## src/design/smk_pkg.sv

```systemverilog
/*
  Package for the security mode key unlock block: modes, key defaults,
  key store indices and the carrier structs.
  Assumes one system clock domain and no software-visible registers.
*/
package smk_pkg;

  localparam int KEY_W = 16;
  localparam int CMD_W = 16;
  localparam int KEY_IDX_W = 2;

  // Key store indices
  localparam logic [1:0] KIDX_UNSEAL_0 = 2'h0;
  localparam logic [1:0] KIDX_UNSEAL_1 = 2'h1;
  localparam logic [1:0] KIDX_FULL_0 = 2'h2;
  localparam logic [1:0] KIDX_FULL_1 = 2'h3;

  // Reset values of the nonvolatile key store
  localparam logic [15:0] UNSEAL_KEY0_RST = 16'h3672;
  localparam logic [15:0] UNSEAL_KEY1_RST = 16'h0414;
  localparam logic [15:0] FULL_KEY0_RST = 16'hffff;
  localparam logic [15:0] FULL_KEY1_RST = 16'hffff;

  // Flash block mode select subcommand code
  localparam logic [7:0] FLASH_BLOCK_MODE_CMD = 8'h61;

  typedef enum logic [2:0] {
    SMK_SEALED = 3'b001,
    SMK_UNSEALED = 3'b010,
    SMK_FULL = 3'b100
  } smk_mode_e;

  // One control-interface word write
  typedef struct packed {
    logic valid;
    logic [15:0] data;
  } smk_ctl_wr_s;

  // Key store update request
  typedef struct packed {
    logic valid;
    logic [1:0] idx;
    logic [15:0] data;
  } smk_key_wr_s;

  // Access permissions
  typedef struct packed {
    logic gen_rd;
    logic gen_wr;
    logic blk_a_rd;
    logic blk_a_wr;
    logic blk_b_rd;
    logic blk_b_wr;
  } smk_perm_s;

endpackage

```

## src/design/smk_unlock.sv

```systemverilog
/*
  Security mode key unlock: sealed / unsealed / full-access state machine,
  key compare, key store, permissions and flash block mode command gating.
  Assumes control word writes and key updates arrive from logic on ref_clk.
*/
// Function
// - Each unseal or full-access mode change needs its correct key pair; seal_req seals without a key.
// - Key words must arrive back to back.
// - Sealed flag stays one while sealed.
// - Unseal pair clears sealed flag, enters unsealed.
// - Full pair clears full-access flag, enters full.
// - Two 16-bit words per level, kept stored.
// - Key updates allowed only in full-access.
// - Received words compared byte-swapped to stored.
// - Data and block permissions follow security mode.
// - Flash block mode command refused while sealed.
`timescale 1ns/10ps
module smk_unlock (
  input wire logic ref_clk,
  input wire logic rst_n,
  input wire smk_pkg::smk_ctl_wr_s ctl_wr,
  input wire smk_pkg::smk_key_wr_s key_wr,
  input wire logic seal_req,
  input wire logic flash_block_mode_select,
  output logic sealed_flag,
  output logic full_access_state_flag,
  output logic key_wr_ack,
  output logic key_wr_nack,
  output logic flash_block_mode_ack,
  output logic flash_block_mode_nack,
  output smk_pkg::smk_perm_s perm
);
  import smk_pkg::*;

  ////////////////////////////////////////////////////////////////////////////
  // Key store, nonvolatile copy modelled as registers

  logic [15:0] key_store_r [4];
  logic [15:0] key_store_nxt [4];
  smk_mode_e mode_r;
  smk_mode_e mode_nxt;
  logic first_ok_r;
  logic first_ok_nxt;
  logic first_full_r;
  logic first_full_nxt;

  function automatic logic [15:0] swap16(input logic [15:0] w);
    swap16 = {w[7:0], w[15:8]};
  endfunction

  wire key_upd_ok = key_wr.valid && (mode_r == SMK_FULL);

  always_comb begin
    for (int i = 0; i < 4; i++) begin
      key_store_nxt[i] = key_store_r[i];
    end
    if (key_upd_ok) begin
      key_store_nxt[key_wr.idx] = key_wr.data;
    end
  end

  always_ff @(posedge ref_clk or negedge rst_n) begin
    if (!rst_n) begin
      key_store_r[KIDX_UNSEAL_0] <= UNSEAL_KEY0_RST;
      key_store_r[KIDX_UNSEAL_1] <= UNSEAL_KEY1_RST;
      key_store_r[KIDX_FULL_0] <= FULL_KEY0_RST;
      key_store_r[KIDX_FULL_1] <= FULL_KEY1_RST;
    end else begin
      for (int i = 0; i < 4; i++) begin
        key_store_r[i] <= key_store_nxt[i];
      end
    end
  end

  ////////////////////////////////////////////////////////////////////////////
  // Key compare

  // Host sends key 1 first, key 0 second, each byte-swapped
  wire [15:0] rx_word = swap16(ctl_wr.data);
  wire hit_un1 = rx_word == key_store_r[KIDX_UNSEAL_1];
  wire hit_un0 = rx_word == key_store_r[KIDX_UNSEAL_0];
  wire hit_fa1 = rx_word == key_store_r[KIDX_FULL_1];
  wire hit_fa0 = rx_word == key_store_r[KIDX_FULL_0];
  // Unseal pair only meaningful while sealed; full pair from unsealed
  wire want_un = mode_r == SMK_SEALED;
  wire want_fa = mode_r == SMK_UNSEALED;
  wire second_un = ctl_wr.valid && first_ok_r && !first_full_r && hit_un0;
  wire second_fa = ctl_wr.valid && first_ok_r && first_full_r && hit_fa0;

  always_comb begin
    mode_nxt = mode_r;
    first_ok_nxt = first_ok_r;
    first_full_nxt = first_full_r;
    if (ctl_wr.valid) begin
      // Any write ends a pending first word, matched or not
      first_ok_nxt = 1'b0;
      first_full_nxt = 1'b0;
      if (second_un) begin
        mode_nxt = SMK_UNSEALED;
      end else if (second_fa) begin
        mode_nxt = SMK_FULL;
      end else if (want_un && hit_un1) begin
        first_ok_nxt = 1'b1;
      end else if (want_fa && hit_fa1) begin
        first_ok_nxt = 1'b1;
        first_full_nxt = 1'b1;
      end
    end
    // Seal wins over a key pair landing in the same cycle
    if (seal_req) begin
      mode_nxt = SMK_SEALED;
      first_ok_nxt = 1'b0;
      first_full_nxt = 1'b0;
    end
  end

  ////////////////////////////////////////////////////////////////////////////
  // Mode state machine

  always_ff @(posedge ref_clk or negedge rst_n) begin
    if (!rst_n) begin
      mode_r <= SMK_SEALED;
      first_ok_r <= 1'b0;
      first_full_r <= 1'b0;
    end else begin
      mode_r <= mode_nxt;
      first_ok_r <= first_ok_nxt;
      first_full_r <= first_full_nxt;
    end
  end

  wire sealed_w = mode_nxt == SMK_SEALED;
  wire fas_w = mode_nxt != SMK_FULL;
  wire fbm_ok = flash_block_mode_select && (mode_r != SMK_SEALED);
  smk_perm_s perm_nxt;

  always_comb begin
    case (mode_nxt)
      SMK_SEALED: perm_nxt = 6'h0b;
      SMK_UNSEALED: perm_nxt = 6'h3f;
      SMK_FULL: perm_nxt = 6'h3f;
      default: perm_nxt = 6'h0b;
    endcase
  end

  // Outputs registered; flags track mode in the same cycle as mode_r
  always_ff @(posedge ref_clk or negedge rst_n) begin
    if (!rst_n) begin
      sealed_flag <= 1'b1;
      full_access_state_flag <= 1'b1;
      key_wr_ack <= 1'b0;
      key_wr_nack <= 1'b0;
      flash_block_mode_ack <= 1'b0;
      flash_block_mode_nack <= 1'b0;
      perm <= 6'h0b;
    end else begin
      sealed_flag <= sealed_w;
      full_access_state_flag <= fas_w;
      key_wr_ack <= key_upd_ok;
      key_wr_nack <= key_wr.valid && !key_upd_ok;
      flash_block_mode_ack <= fbm_ok;
      flash_block_mode_nack <= flash_block_mode_select && !fbm_ok;
      perm <= perm_nxt;
    end
  end

  ////////////////////////////////////////////////////////////////////////////
  // Checks

  sealed_flag_a: assert property (@(posedge ref_clk) disable iff (!rst_n)
    sealed_flag == (mode_r == SMK_SEALED))
    else $error("sealed flag disagrees with mode");
  unseal_pair_a: assert property (@(posedge ref_clk) disable iff (!rst_n)
    (second_un && !seal_req) |=> (mode_r == SMK_UNSEALED) && !sealed_flag)
    else $error("unseal pair did not unseal");
  full_pair_a: assert property (@(posedge ref_clk) disable iff (!rst_n)
    (second_fa && !seal_req) |=> (mode_r == SMK_FULL) && !full_access_state_flag)
    else $error("full pair did not grant full access");
  mode_change_a: assert property (@(posedge ref_clk) disable iff (!rst_n)
    (mode_r != $past(mode_r) && mode_r != SMK_SEALED) |-> $past(ctl_wr.valid && first_ok_r))
    else $error("mode changed without key pair");
  back_to_back_a: assert property (@(posedge ref_clk) disable iff (!rst_n)
    (ctl_wr.valid && !(want_un && hit_un1) && !(want_fa && hit_fa1)) |=> !first_ok_r)
    else $error("pending key survived a write");
  discard_seq_a: assert property (@(posedge ref_clk) disable iff (!rst_n)
    (ctl_wr.valid && first_ok_r && !second_un && !second_fa && !seal_req)
    |=> mode_r == $past(mode_r))
    else $error("bad second key changed mode");
  key_guard_a: assert property (@(posedge ref_clk) disable iff (!rst_n)
    (key_wr.valid && mode_r != SMK_FULL)
    |=> key_store_r[$past(key_wr.idx)] == $past(key_store_r[key_wr.idx]) && key_wr_nack)
    else $error("key updated outside full access");
  swap_cmp_a: assert property (@(posedge ref_clk) disable iff (!rst_n)
    hit_un1 == ({ctl_wr.data[7:0], ctl_wr.data[15:8]} == key_store_r[KIDX_UNSEAL_1]))
    else $error("key compare not byte swapped");
  fbm_sealed_a: assert property (@(posedge ref_clk) disable iff (!rst_n)
    (flash_block_mode_select && mode_r == SMK_SEALED) |=> flash_block_mode_nack
    && !flash_block_mode_ack)
    else $error("flash block mode accepted while sealed");
  perm_sealed_a: assert property (@(posedge ref_clk) disable iff (!rst_n)
    sealed_flag |-> !perm.gen_rd && !perm.gen_wr && !perm.blk_a_wr && perm.blk_b_wr)
    else $error("sealed permissions wrong");
  key_land_a: assert property (@(posedge ref_clk) disable iff (!rst_n)
    key_upd_ok |=> key_wr_ack && key_store_r[$past(key_wr.idx)] == $past(key_wr.data))
    else $error("key update in full access did not land");
  fbm_open_a: assert property (@(posedge ref_clk) disable iff (!rst_n)
    (flash_block_mode_select && mode_r != SMK_SEALED) |=> flash_block_mode_ack
    && !flash_block_mode_nack)
    else $error("flash block mode refused while unsealed");

  unseal_c: cover property (@(posedge ref_clk) disable iff (!rst_n)
    mode_r == SMK_SEALED ##1 mode_r == SMK_UNSEALED);
  full_c: cover property (@(posedge ref_clk) disable iff (!rst_n)
    mode_r == SMK_UNSEALED ##1 mode_r == SMK_FULL);
  key_upd_c: cover property (@(posedge ref_clk) disable iff (!rst_n) key_wr_ack);
  discard_c: cover property (@(posedge ref_clk) disable iff (!rst_n)
    ctl_wr.valid && first_ok_r && !second_un && !second_fa);
  seal_c: cover property (@(posedge ref_clk) disable iff (!rst_n)
    mode_r != SMK_SEALED ##1 mode_r == SMK_SEALED);

endmodule

```

## config.mk

```make
export PLATFORM = sky130hd
export DESIGN_NAME = smk_unlock
export DESIGN_NICKNAME = d
export VERILOG_FILES = /design/src/design/smk_pkg.sv /design/src/design/smk_unlock.sv
export SDC_FILE = /design/constraint.sdc
export NUM_CORES = 1
export LEC_CHECK = 0
export BUFFER_PORTS_ARGS = -buffer_cell sky130_fd_sc_hd__buf_2
export CAP_MARGIN = 30
export CORE_AREA = 4 4 96 80
export CTS_CLUSTER_DIAMETER = 50
export DETAILED_ROUTE_END_ITERATION = 8
export DIE_AREA = 0 0 100 84
export PLACE_DENSITY = 0.75
export SETUP_SLACK_MARGIN = 0.5
export SKIP_CTS_REPAIR_TIMING = 1
export SLEW_MARGIN = 20
export SYNTH_ARGS = -nofsm -noshare
export SYNTH_HDL_FRONTEND = slang
export SYNTH_SLANG_ARGS = --single-unit
```

## constraint.sdc

```tcl
create_clock -name ref_clk -period 1.9 [get_ports ref_clk]
set_input_delay 0.095 -clock ref_clk [delete_from_list [all_inputs] [get_ports ref_clk]]
set_output_delay 0.095 -clock ref_clk [all_outputs]
set_load 0.005 [all_outputs]
```

Word-level counts from Yosys, hierarchy flattened:

Index checks and enable logic that the tools add are counted.

* output and inout bits: 12
* input bits: 40
* word-level logic and storage cells: 70
* register bits: 81

* bitwise operators: 1
* equal/unequal tests: 12
* order comparisons: 2
* multiplexer cells: 19
* reduce and logical (&&, ||, !) cells: 17

Operator list (count)
* 64-bit bitwise mux: 1
* 16-bit == test: 4
* 16-bit demux with 2-bit select: 1
* 16-bit two-way mux: 1
* 1-bit logical AND: 12
* 3-bit two-way mux: 4
* 1-bit two-way mux: 11
* 3-bit by 1-bit == test with 1-bit output (second input constant): 2
* 3-bit by 2-bit == test with 1-bit output (second input constant): 2
* 3-bit == test (second input constant): 2
* 6-bit two-way mux: 1
* 3-bit greater-or-equal comparator (second input constant): 1
* 1-bit zero test: 3
* 3-bit by 1-bit less-than comparator with 1-bit output (second input constant): 1
* 3-bit by 1-bit != test with 1-bit output (second input constant): 1
* 3-bit != test (second input constant): 1
* 2-bit NOT with 3-bit output: 1
* 2-bit nonzero test: 1
* 2-bit OR reduction: 1

Logic depth before layout (Yosys ltp):

Gate-level depths: netlist of run 1.

* depth in word-level cells: 10
* gate-level depth with buffers: 7
* mapped depth without buffers: 6

Worst setup path before layout of run 1:

No wires, ideal clock.

* path kind: register to register
* from: reg mode_r[1]
* to: reg key_store_r[55] (netlist bit)
* clock period less this slack: 1685 ps
* arrival: 1560 ps
* cell stages (with the launch flop): 6
* setup slack: 215 ps
* setup time: 125 ps
* required time: 1775 ps
* buffers on the path: 1
* path through: dfrtp_1 nor3b_2 nand2_2 nor3_4 buf_4 mux2_2

* cells in the longest elaborated chain, start to end: 2

Ends and longest elaborated chain
* start: declaration: RTL line smk_unlock.sv:40 `smk_mode_e mode_r;`
* start signal: assignment: RTL line smk_unlock.sv:126 `mode_r <= mode_nxt;`
* 3-bit == test: RTL line smk_unlock.sv:51 `wire key_upd_ok = key_wr.valid && (mode_r == SMK_FULL);`
* 1-bit logical AND: RTL line smk_unlock.sv:51
* end signal: indexed assignment: RTL line smk_unlock.sv:70 `key_store_r[i] <= key_store_nxt[i];`
* end: declaration: RTL line smk_unlock.sv:38 `logic [15:0] key_store_r [4];`

Every way passes these cells.
A chain may end at the register's enable or synchronous reset.

Worst setup path in the final report of run 1:

* from: reg key_store_r[19] (netlist bit)
* to: reg first_full_r

* cells in the longest elaborated chain, start to end: 6

Ends and longest elaborated chain
* 16-bit == test: RTL line smk_unlock.sv:83 `wire hit_fa0 = rx_word == key_store_r[KIDX_FULL_0];`
* 1-bit logical AND: RTL line smk_unlock.sv:88 `wire second_fa = ctl_wr.valid && first_ok_r && first_full_r && hit_fa0;`
* 1-bit two-way mux: RTL line smk_unlock.sv:100 `end else if (second_fa) begin`
* 1-bit two-way mux: RTL line smk_unlock.sv:98 `if (second_un) begin`
* 1-bit two-way mux: RTL line smk_unlock.sv:94 `if (ctl_wr.valid) begin`
* 1-bit two-way mux: RTL line smk_unlock.sv:110 `if (seal_req) begin`
* end signal: assignment: RTL line smk_unlock.sv:128 `first_full_r <= first_full_nxt;`
* end: declaration: RTL line smk_unlock.sv:44 `logic first_full_r;`

Every way passes these cells. The select of a mux whose other input is x is not followed.

==> flow_metrics.env, run 1 <==
export IMPL_outcome="complete, but fails checks"
export IMPL_violations="negative hold slack"
export IMPL_synth_edf_count=0
export IMPL_drt_total_wl_um=8200
export IMPL_design_area_um2=4510
export IMPL_numCtsBuffers=9
export IMPL_start_util_pct=55.2
export IMPL_hold_path_startpoint="seal_req"
export IMPL_antenna_found_initial=0
export IMPL_vias=2355
export IMPL_crit_start="key_store_r[19]"
export IMPL_mappedNetlistArea_um2=3710
export IMPL_fmax_mhz=609
export IMPL_io_pins=52
export IMPL_critPathTopFamily="simple AND/OR/NAND/NOR gates"
export IMPL_maxCapViolations=0
export IMPL_setup_viol=0
export IMPL_drive_above_1_share_pct=60.8
export IMPL_power_density_nw_per_um2=646
export IMPL_crit_path_cell_trace="xor2_1 > nor4_1 > nand4_1 > buf_6 > nand4_1 > a21oi_2"
export IMPL_portBuffers=48
export IMPL_slew_headroom_pct=65.8
export IMPL_drc_errors=0
export IMPL_synth_top_family_by_area="multiplexers"
export IMPL_end_kind="flip-flop"
export IMPL_hold_violations=2
export IMPL_placed_cell_area_um2=4040
export IMPL_row_count=27
export IMPL_grt_util_met3_pct=5.93
export IMPL_timing_final_crit_share_pct=86.4
export IMPL_worstPathArrival_ns=1.89
export IMPL_yosysSeqAreaShare_pct=52.8
export IMPL_ys_flop_type="dfstp_2"
export IMPL_rsz0062_at_grt="yes"
export IMPL_hp_class="in2reg"
export IMPL_wl_per_cell_um=18.9
export IMPL_area_growth_pct=21.6
export IMPL_antenna_cells=0
export IMPL_crit_required_ns=2.15
export IMPL_tightest_slew_ns=0.513
export IMPL_slowest_stage="dfstp_2"
export IMPL_drt_pass1_iterations=4
export IMPL_path_max_fanout=6
export IMPL_leakage_nw=2.03
export IMPL_die_area_um2=8400
export IMPL_ys_ff_latch=76
export IMPL_dieHeight_um=84
export IMPL_crit_path_frequent_cell="nand4_1"
export IMPL_clock_latency_ns=0.36
export IMPL_synth_fa_ha_area_share_pct=0
export IMPL_final_nets=382
export IMPL_grt_pass1_vias=2391
export IMPL_grt_use_met1_pct=26.5
export IMPL_async_flop_share_pct=100
export IMPL_syn_area_per_cell_um2=13.4
export IMPL_r2r_start="key_store_r[19]"
export IMPL_grt_pass1_wl_um=12500
export IMPL_drtIter0Drc=86
export IMPL_die_w_um=100
export IMPL_tritoncts="built"
export IMPL_post_dp_hpwl_um=5730
export IMPL_synth_simple_area_share_pct=8.09
export IMPL_drv_slew=0
export IMPL_setup_ws_ns=0.259
export IMPL_use_met2_pct=31.2
export IMPL_cts_max_level=3
export IMPL_dp_cells=408
export IMPL_clock_skew_ns=0.00884
export IMPL_synthCells=278
export IMPL_instances_no_fill=434
export IMPL_tns_ns=0
export IMPL_place_congestion=0.845
export IMPL_ant_nets=0
export IMPL_critPathKind="reg2reg"
export IMPL_cts_root_buf="clkbuf_8"
export IMPL_finish_utilization_pct=67.2
export IMPL_synthMuxAreaShare_pct=19.4
export IMPL_fin_crit_ns=1.64
export IMPL_clk_pin_slew_ns=0.08
export IMPL_track_usage_pct=19.7
export IMPL_dp_slack_ns=0.0863
export IMPL_via_per_inst=5.43
export IMPL_busiest_layer="met2"
export IMPL_synth_cell_types=33
export IMPL_critPathMaxStageDelay_ns=0.54
export IMPL_synth_compound_area_share_pct=1.55
export IMPL_grt_max_degree=56
export IMPL_tritoncts_num_sinks=76
export IMPL_fin_hold_ws_ns=-0.0220
export IMPL_yosys_area_share_xor_xnor_pct=15.3
export IMPL_core_um2=6720
export IMPL_clock_path_buffers=2
export IMPL_cp_start_kind="flip-flop"
export IMPL_ir_drop_uv=557
export IMPL_critPathBufInv=1
export IMPL_yosysWarnings=0
export IMPL_overflow=0
export IMPL_total_power_mw=2.92
## final timing paths
path / to / slack, ns / cells after the start
min in group asynchronous: key_store_r[38] / 0.23 / 2
hold / removal: first_full_r / -0.02 / 2
setup reg to reg: first_full_r / 0.26 / 6
max in group asynchronous: key_store_r[2] / 0.95 / 3
hold reg to reg: mode_r[2] / 0.52 / 1
setup / recovery: first_full_r / 0.26 / 6
## per-layer routing
layer / wire length (um) / vias to the layer above
met3: 450 / 12
met5: 0 / -
met1: 3560 / 1204
met2: 4100 / 56
li1: - / 1083
met4: 97 / 0
## flip-flops by register name (all words and copies together) (netlist names)
signal / flops
flash_block_mode_nack: 1
full_access_state_flag: 1
sealed_flag: 1
key_store_r: 64
first_full_r: 1
first_ok_r: 1
flash_block_mode_ack: 1
key_wr_nack: 1
mode_r: 3
key_wr_ack: 1
perm: 1
## cells in the final DEF, fill, tap and decap left out, types with 3 or more instances in the layout
cell type / instances
conb_1: 3
mux2_4: 17
dfrtp_1: 29
nor2_1: 3
clkinv_2: 4
nor4_2: 4
buf_2: 48
xor2_1: 23
mux2_2: 47
buf_6: 4
dfstp_2: 46
dlygate4sd3_1: 4
xnor2_1: 39
nand4_1: 10
nand2_4: 6
nand3_1: 5
clkbuf_8: 9
## layout make-up
type	instances	area, um2
Sequential cell	76	1960
Inverter	4	17.5
Clock buffer	9	124
Tap cell	87	109
Clock inverter	7	43.8
Timing Repair Buffer	60	380
Multi-Input combinational cell	191	1880
Fill cell	528	2210
## where the power goes
group,switching [mW],internal [mW]
logic,0.139,0.0893
registers,0.000419,1.62
clock network,0.599,0.465
## Yosys cell counts, types with 4 or more instances
library cell	instances	area, um2
nand3_1	5	25.0
nand4_1	10	62.6
mux2_2	63	709
dfstp_2	46	1210
dfrtp_1	30	751
nor3_1	5	25.0
nor2_1	5	18.8
xnor2_1	41	359
nand2_1	4	15.0
nor4_1	6	37.5
buf_4	6	45.0
xor2_1	24	210
## logic make-up after synthesis
logic type,count (synthesis)
buffers and inverters,15
xor gates and xnor gates,65
AOI/OAI and AO/OA,9
DFF,76
and+or+nand+nor,48
muxes,64
other,1
(Power assumes the default switching activity.)
==> inputs of run 2 (changes only) <==
Settings changed: SETUP_SLACK_MARGIN 0.5 to 0.1.
==> flow_metrics.env, run 2 (synthesis results as in run 1) <==
export IMPL_leakage_nw=2.02
export IMPL_tritoncts="built"
export IMPL_hold_violations=4
export IMPL_die_area_um2=8400
export IMPL_r2r_start="key_store_r[11]"
export IMPL_cts_root_buf="clkbuf_8"
export IMPL_timing_final_crit_share_pct=93.6
export IMPL_cp_endpoint="first_full_r"
export IMPL_drt_total_wl_um=7750
export IMPL_hp_class="in2reg"
export IMPL_fin_hold_ws_ns=-0.0193
export IMPL_seq_power_share_pct=48.2
export IMPL_layout_commonest_cell="mux2_2"
export IMPL_tritoncts_num_sinks=76
export IMPL_intPower_mw=2.65
export IMPL_r2r_cells=6
export IMPL_ant_nets=0
export IMPL_drive_above_1_share_pct=56.1
export IMPL_wl_per_cell_um=17.9
export IMPL_grt_pass1_vias=2436
export IMPL_setup_ws_ns=0.122
export IMPL_track_usage_pct=20.2
export IMPL_instances_no_fill=433
export IMPL_sw_frac_of_total_pct=21.3
export IMPL_setup_viol=0
export IMPL_worstPathArrival_ns=2.06
export IMPL_crit_start="key_store_r[11]"
export IMPL_die_w_um=100
export IMPL_r2r_end="first_full_r"
export IMPL_place_congestion=0.796
export IMPL_area_growth_pct=19.4
export IMPL_rsz0062_at_grt="yes"
export IMPL_post_dp_hpwl_um=5620
export IMPL_crit_required_ns=2.19
export IMPL_grt_pass1_wl_um=12800
export IMPL_fmax_mhz=562
export IMPL_dieHeight_um=84
export IMPL_cp_start_kind="flip-flop"
export IMPL_portBuffers=48
export IMPL_vias=2323
export IMPL_power_density_nw_per_um2=761
export IMPL_row_count=27
export IMPL_antenna_cells=0
export IMPL_p_clk_share_pct=45.2
export IMPL_clock_latency_ns=0.36
export IMPL_grt_max_degree=77
export IMPL_switchingPower_mw=0.718
export IMPL_largest_reg_flops=64
export IMPL_critPathKind="reg2reg"
export IMPL_violations="negative hold slack"
export IMPL_ir_drop_uv=480
export IMPL_ff2ff_setup_slack_ns=0.12
export IMPL_cts_max_level=3
export IMPL_p_comb_share_pct=6.6
export IMPL_layout_common_cells="63 x mux2_2, 48 x buf_2, 46 x dfstp_2"
export IMPL_reg_largest_list="key_store_r (64), mode_r (3)"
export IMPL_clock_skew_ns=0.00796
export IMPL_finish_utilization_pct=66.0
export IMPL_dp_slack_ns=-0.0117
export IMPL_overflow=0
export IMPL_antenna_found_initial=0
export IMPL_dp_cells=408
export IMPL_drt_pass1_iterations=4
export IMPL_drc_errors=0
export IMPL_via_per_inst=5.36
export IMPL_end_kind="flip-flop"
export IMPL_fillCellCount=508
export IMPL_maxCapViolations=0
export IMPL_start_util_pct=55.2
export IMPL_core_um2=6720
export IMPL_io_pins=52
export IMPL_drtIter0Drc=115
export IMPL_drv_slew=0
export IMPL_outcome="complete, but fails checks"
export IMPL_path_max_fanout=2
export IMPL_numCtsBuffers=9
export IMPL_largest_register="key_store_r"
export IMPL_clk_pin_slew_ns=0.07
export IMPL_final_nets=381
export IMPL_fin_crit_ns=1.78
export IMPL_clock_path_buffers=2
-- run 2: area by class of cell --
cell class	count	area, um2	share of cell area [%]
multi-input combinational	189	1710	38.6
clock inverter	4	95.1	2.14
timing repair buffer	61	388	8.75
sequential	76	1960	44.2
tap	87	109	2.45
inverter	4	15.0	0.339
clock buffer	12	155	3.50
-- run 2: layer usage --
layer	GRT usage [%]	share of wire [%]	vias to the layer above	routed length (um)
met5	0	0	-	0
met4	6.24	1.5	0	113
met3	7.18	6.6	13	514
met2	31.0	47	62	3670
met1	26.8	45	1161	3450
li1	-	-	1087	-
-- run 2: worst min path at each step --
stage / startpoint / endpoint / slack (ns) / cells past startpoint
6_report: seal_req / first_full_r / -0.02 / 2
5_1_grt: seal_req / first_ok_r / -0.03 / 2
4_1_cts: rst_n / key_store_r[43] / -0.23 / 2
3_5_place_dp: rst_n / key_store_r[62] / 0.16 / 2
3_3_place_gp: rst_n / key_store_r[62] / 0.16 / 2
2_1_floorplan: rst_n / first_full_r / -0.20 / 0
-- run 2: critical path, stage by stage, from the launching register on --
cell and delay [ns]:
dfstp_2 0.54, xor2_1 0.08, nor4_2 0.36, nand3_1 0.18
nor4_4 0.21, nand4_1 0.17, a21oi_2 0.16
-- run 2: power groups by stage --
stage	Sequential, mW	Combinational [mW]	Clock [mW]
final	1.62	0.223	1.53
after global routing	1.62	0.245	1.65
after global placement	1.65	0.212	0
after detailed placement	1.65	0.212	0
after floorplan	1.65	0.0744	0
after CTS	1.62	0.214	1.56
-- run 2: metrics by stage --
stage | total power, mW | cell area (um2) | TNS [ns]
2_1_floorplan | 1.73 | 3720 | 0
3_3_place_gp | 1.86 | 4030 | 0
3_5_place_dp | 1.86 | 4030 | -0.0117
4_1_cts | 3.40 | 4280 | -0.0711
5_1_grt | 3.52 | 4430 | 0
6_report | 3.37 | 4430 | 0
==> inputs of run 3 (changes only) <==
Settings changed: CORE_AREA 4 4 96 80 to 4 4 107 89, DIE_AREA 0 0 100 84 to 0 0 111 93, PLACE_DENSITY 0.75 to 0.62.
==> flow_metrics.env, run 3 (synthesis results as in run 1) <==
export IMPL_layout_common_cells="63 x mux2_2, 48 x buf_2, 46 x dfstp_2"
export IMPL_post_dp_hpwl_um=5610
export IMPL_timing_final_crit_share_pct=88.1
export IMPL_end_kind="flip-flop"
export IMPL_wl_per_cell_um=17.2
export IMPL_fmax_mhz=597
export IMPL_overflow=0
export IMPL_maxCapViolations=0
export IMPL_via_per_inst=5.03
export IMPL_design_area_um2=4390
export IMPL_area_growth_pct=18.2
export IMPL_cts_max_level=3
export IMPL_ff2ff_setup_slack_ns=0.23
export IMPL_tns_ns=0
export IMPL_outcome="finished clean"
export IMPL_largest_reg_flops=64
export IMPL_drv_slew=0
export IMPL_io_pins=52
export IMPL_ir_drop_uv=442
export IMPL_hp_class="in2reg"
export IMPL_drtIter0Drc=78
export IMPL_rsz0062_at_grt="yes"
export IMPL_grt_max_degree=77
export IMPL_grt_pass1_wl_um=13000
export IMPL_fin_crit_ns=1.67
export IMPL_seq_power_share_pct=52.4
export IMPL_placed_cell_area_um2=4100
export IMPL_crit_required_ns=2.18
export IMPL_vias=2290
export IMPL_reg_largest_list="key_store_r (64), mode_r (3)"
export IMPL_power_density_nw_per_um2=706
export IMPL_worstPathArrival_ns=1.95
export IMPL_clock_latency_ns=0.35
export IMPL_layout_commonest_cell="mux2_2"
export IMPL_path_max_fanout=16
export IMPL_total_power_mw=3.10
export IMPL_tritoncts="built"
export IMPL_fillCellCount=766
export IMPL_leakage_nw=1.97
export IMPL_portBuffers=48
export IMPL_drt_pass1_iterations=4
export IMPL_clock_path_buffers=2
export IMPL_largest_register="key_store_r"
export IMPL_p_comb_share_pct=7.2
export IMPL_drc_errors=0
export IMPL_ant_nets=0
export IMPL_clock_skew_ns=0.00850
export IMPL_antenna_cells=0
export IMPL_setup_viol=0
export IMPL_dieHeight_um=93
export IMPL_die_w_um=111
export IMPL_start_util_pct=44.3
export IMPL_die_area_um2=10300
export IMPL_core_um2=8370
export IMPL_switchingPower_mw=0.713
export IMPL_track_usage_pct=16.5
export IMPL_place_congestion=0.826
export IMPL_grt_pass1_vias=2389
export IMPL_drive_above_1_share_pct=55.1
export IMPL_antenna_found_initial=0
export IMPL_cts_root_buf="clkbuf_8"
export IMPL_final_nets=378
export IMPL_row_count=30
export IMPL_clk_pin_slew_ns=0.08
export IMPL_critPathKind="reg2reg"
export IMPL_tritoncts_num_sinks=76
export IMPL_sw_frac_of_total_pct=23.0
export IMPL_hold_violations=0
export IMPL_numCtsBuffers=9
export IMPL_p_clk_share_pct=40.4
export IMPL_intPower_mw=2.39
export IMPL_drt_total_wl_um=7850
export IMPL_cp_start_kind="flip-flop"
[run 3: cell types whose count changed in the layout (fill, tap and decap cells not counted), sizes merged]
| cell | previous run | this run |
|---|---|---|
| buf | 56 | 54 |
| clkinvlp | 0 | 1 |
| clkinv | 1 | 2 |
| dlygate4sd3 | 5 | 4 |
| bufinv | 3 | 1 |
[run 3: path summary, 6_finish.rpt]
| kind | to | cells past startpoint | startpoint |
|---|---|---|---|
| min in group asynchronous | flash_block_mode_ack | 3 | rst_n |
| worst min register to register | key_store_r[40] | 1 | key_store_r[40] |
| worst max register to register | key_store_r[5] | 5 | mode_r[2] |
| max in group asynchronous | key_store_r[6] | 3 | rst_n |
| worst max-delay path | key_store_r[5] | 5 | mode_r[2] |
| worst min-delay path | key_store_r[62] | 2 | key_wr[14] |
[run 3: per-stage QoR]
stage	worst slack [ns]	utilization (%)	cells	hold slack, ns
after CTS	-0.119	51.4	450	-0.231
after global placement	-0.0249	49.0	434	0.163
after global routing	0.0663	52.4	455	0.0135
final	0.226	52.4	455	0.0127
after detailed placement	-0.0764	49.0	434	0.164
after floorplan	0.215	-	280	-0.201
[run 3: power groups by stage]
stage	clock network, mW	logic [mW]	registers, mW
CTS	1.30	0.218	1.62
finish	1.25	0.223	1.62
floorplan	0	0.0744	1.65
global placement	0	0.216	1.65
global route	1.36	0.248	1.62
detailed placement	0	0.216	1.65
[run 3: metal layers]
metal | GRT usage (%) | vias up | routed length [um]
met5 | 0 | - | 0
met4 | 5.85 | 0 | 119
met3 | 4.66 | 9 | 381
met2 | 24.6 | 49 | 3560
met1 | 23.0 | 1155 | 3790
li1 | - | 1077 | -
[run 3: final cells by class]
type / count / area, um2 / share of cell area (%)
clock inverter: 4 / 47.5 / 1.08
inverter: 4 / 15.0 / 0.342
sequential: 76 / 1960 / 44.7
clock buffer: 12 / 155 / 3.54
tap: 112 / 140 / 3.19
timing repair buffer: 58 / 375 / 8.55
multi-input combinational: 189 / 1700 / 38.6
[run 3: worst max-delay path: stages, from the launching register on]
cell and delay, ns:
dfrtp_1 0.44, nor3b_2 0.26, nand2_2 0.14, inv_2 0.10, nand3_4 0.26, mux2_1 0.40
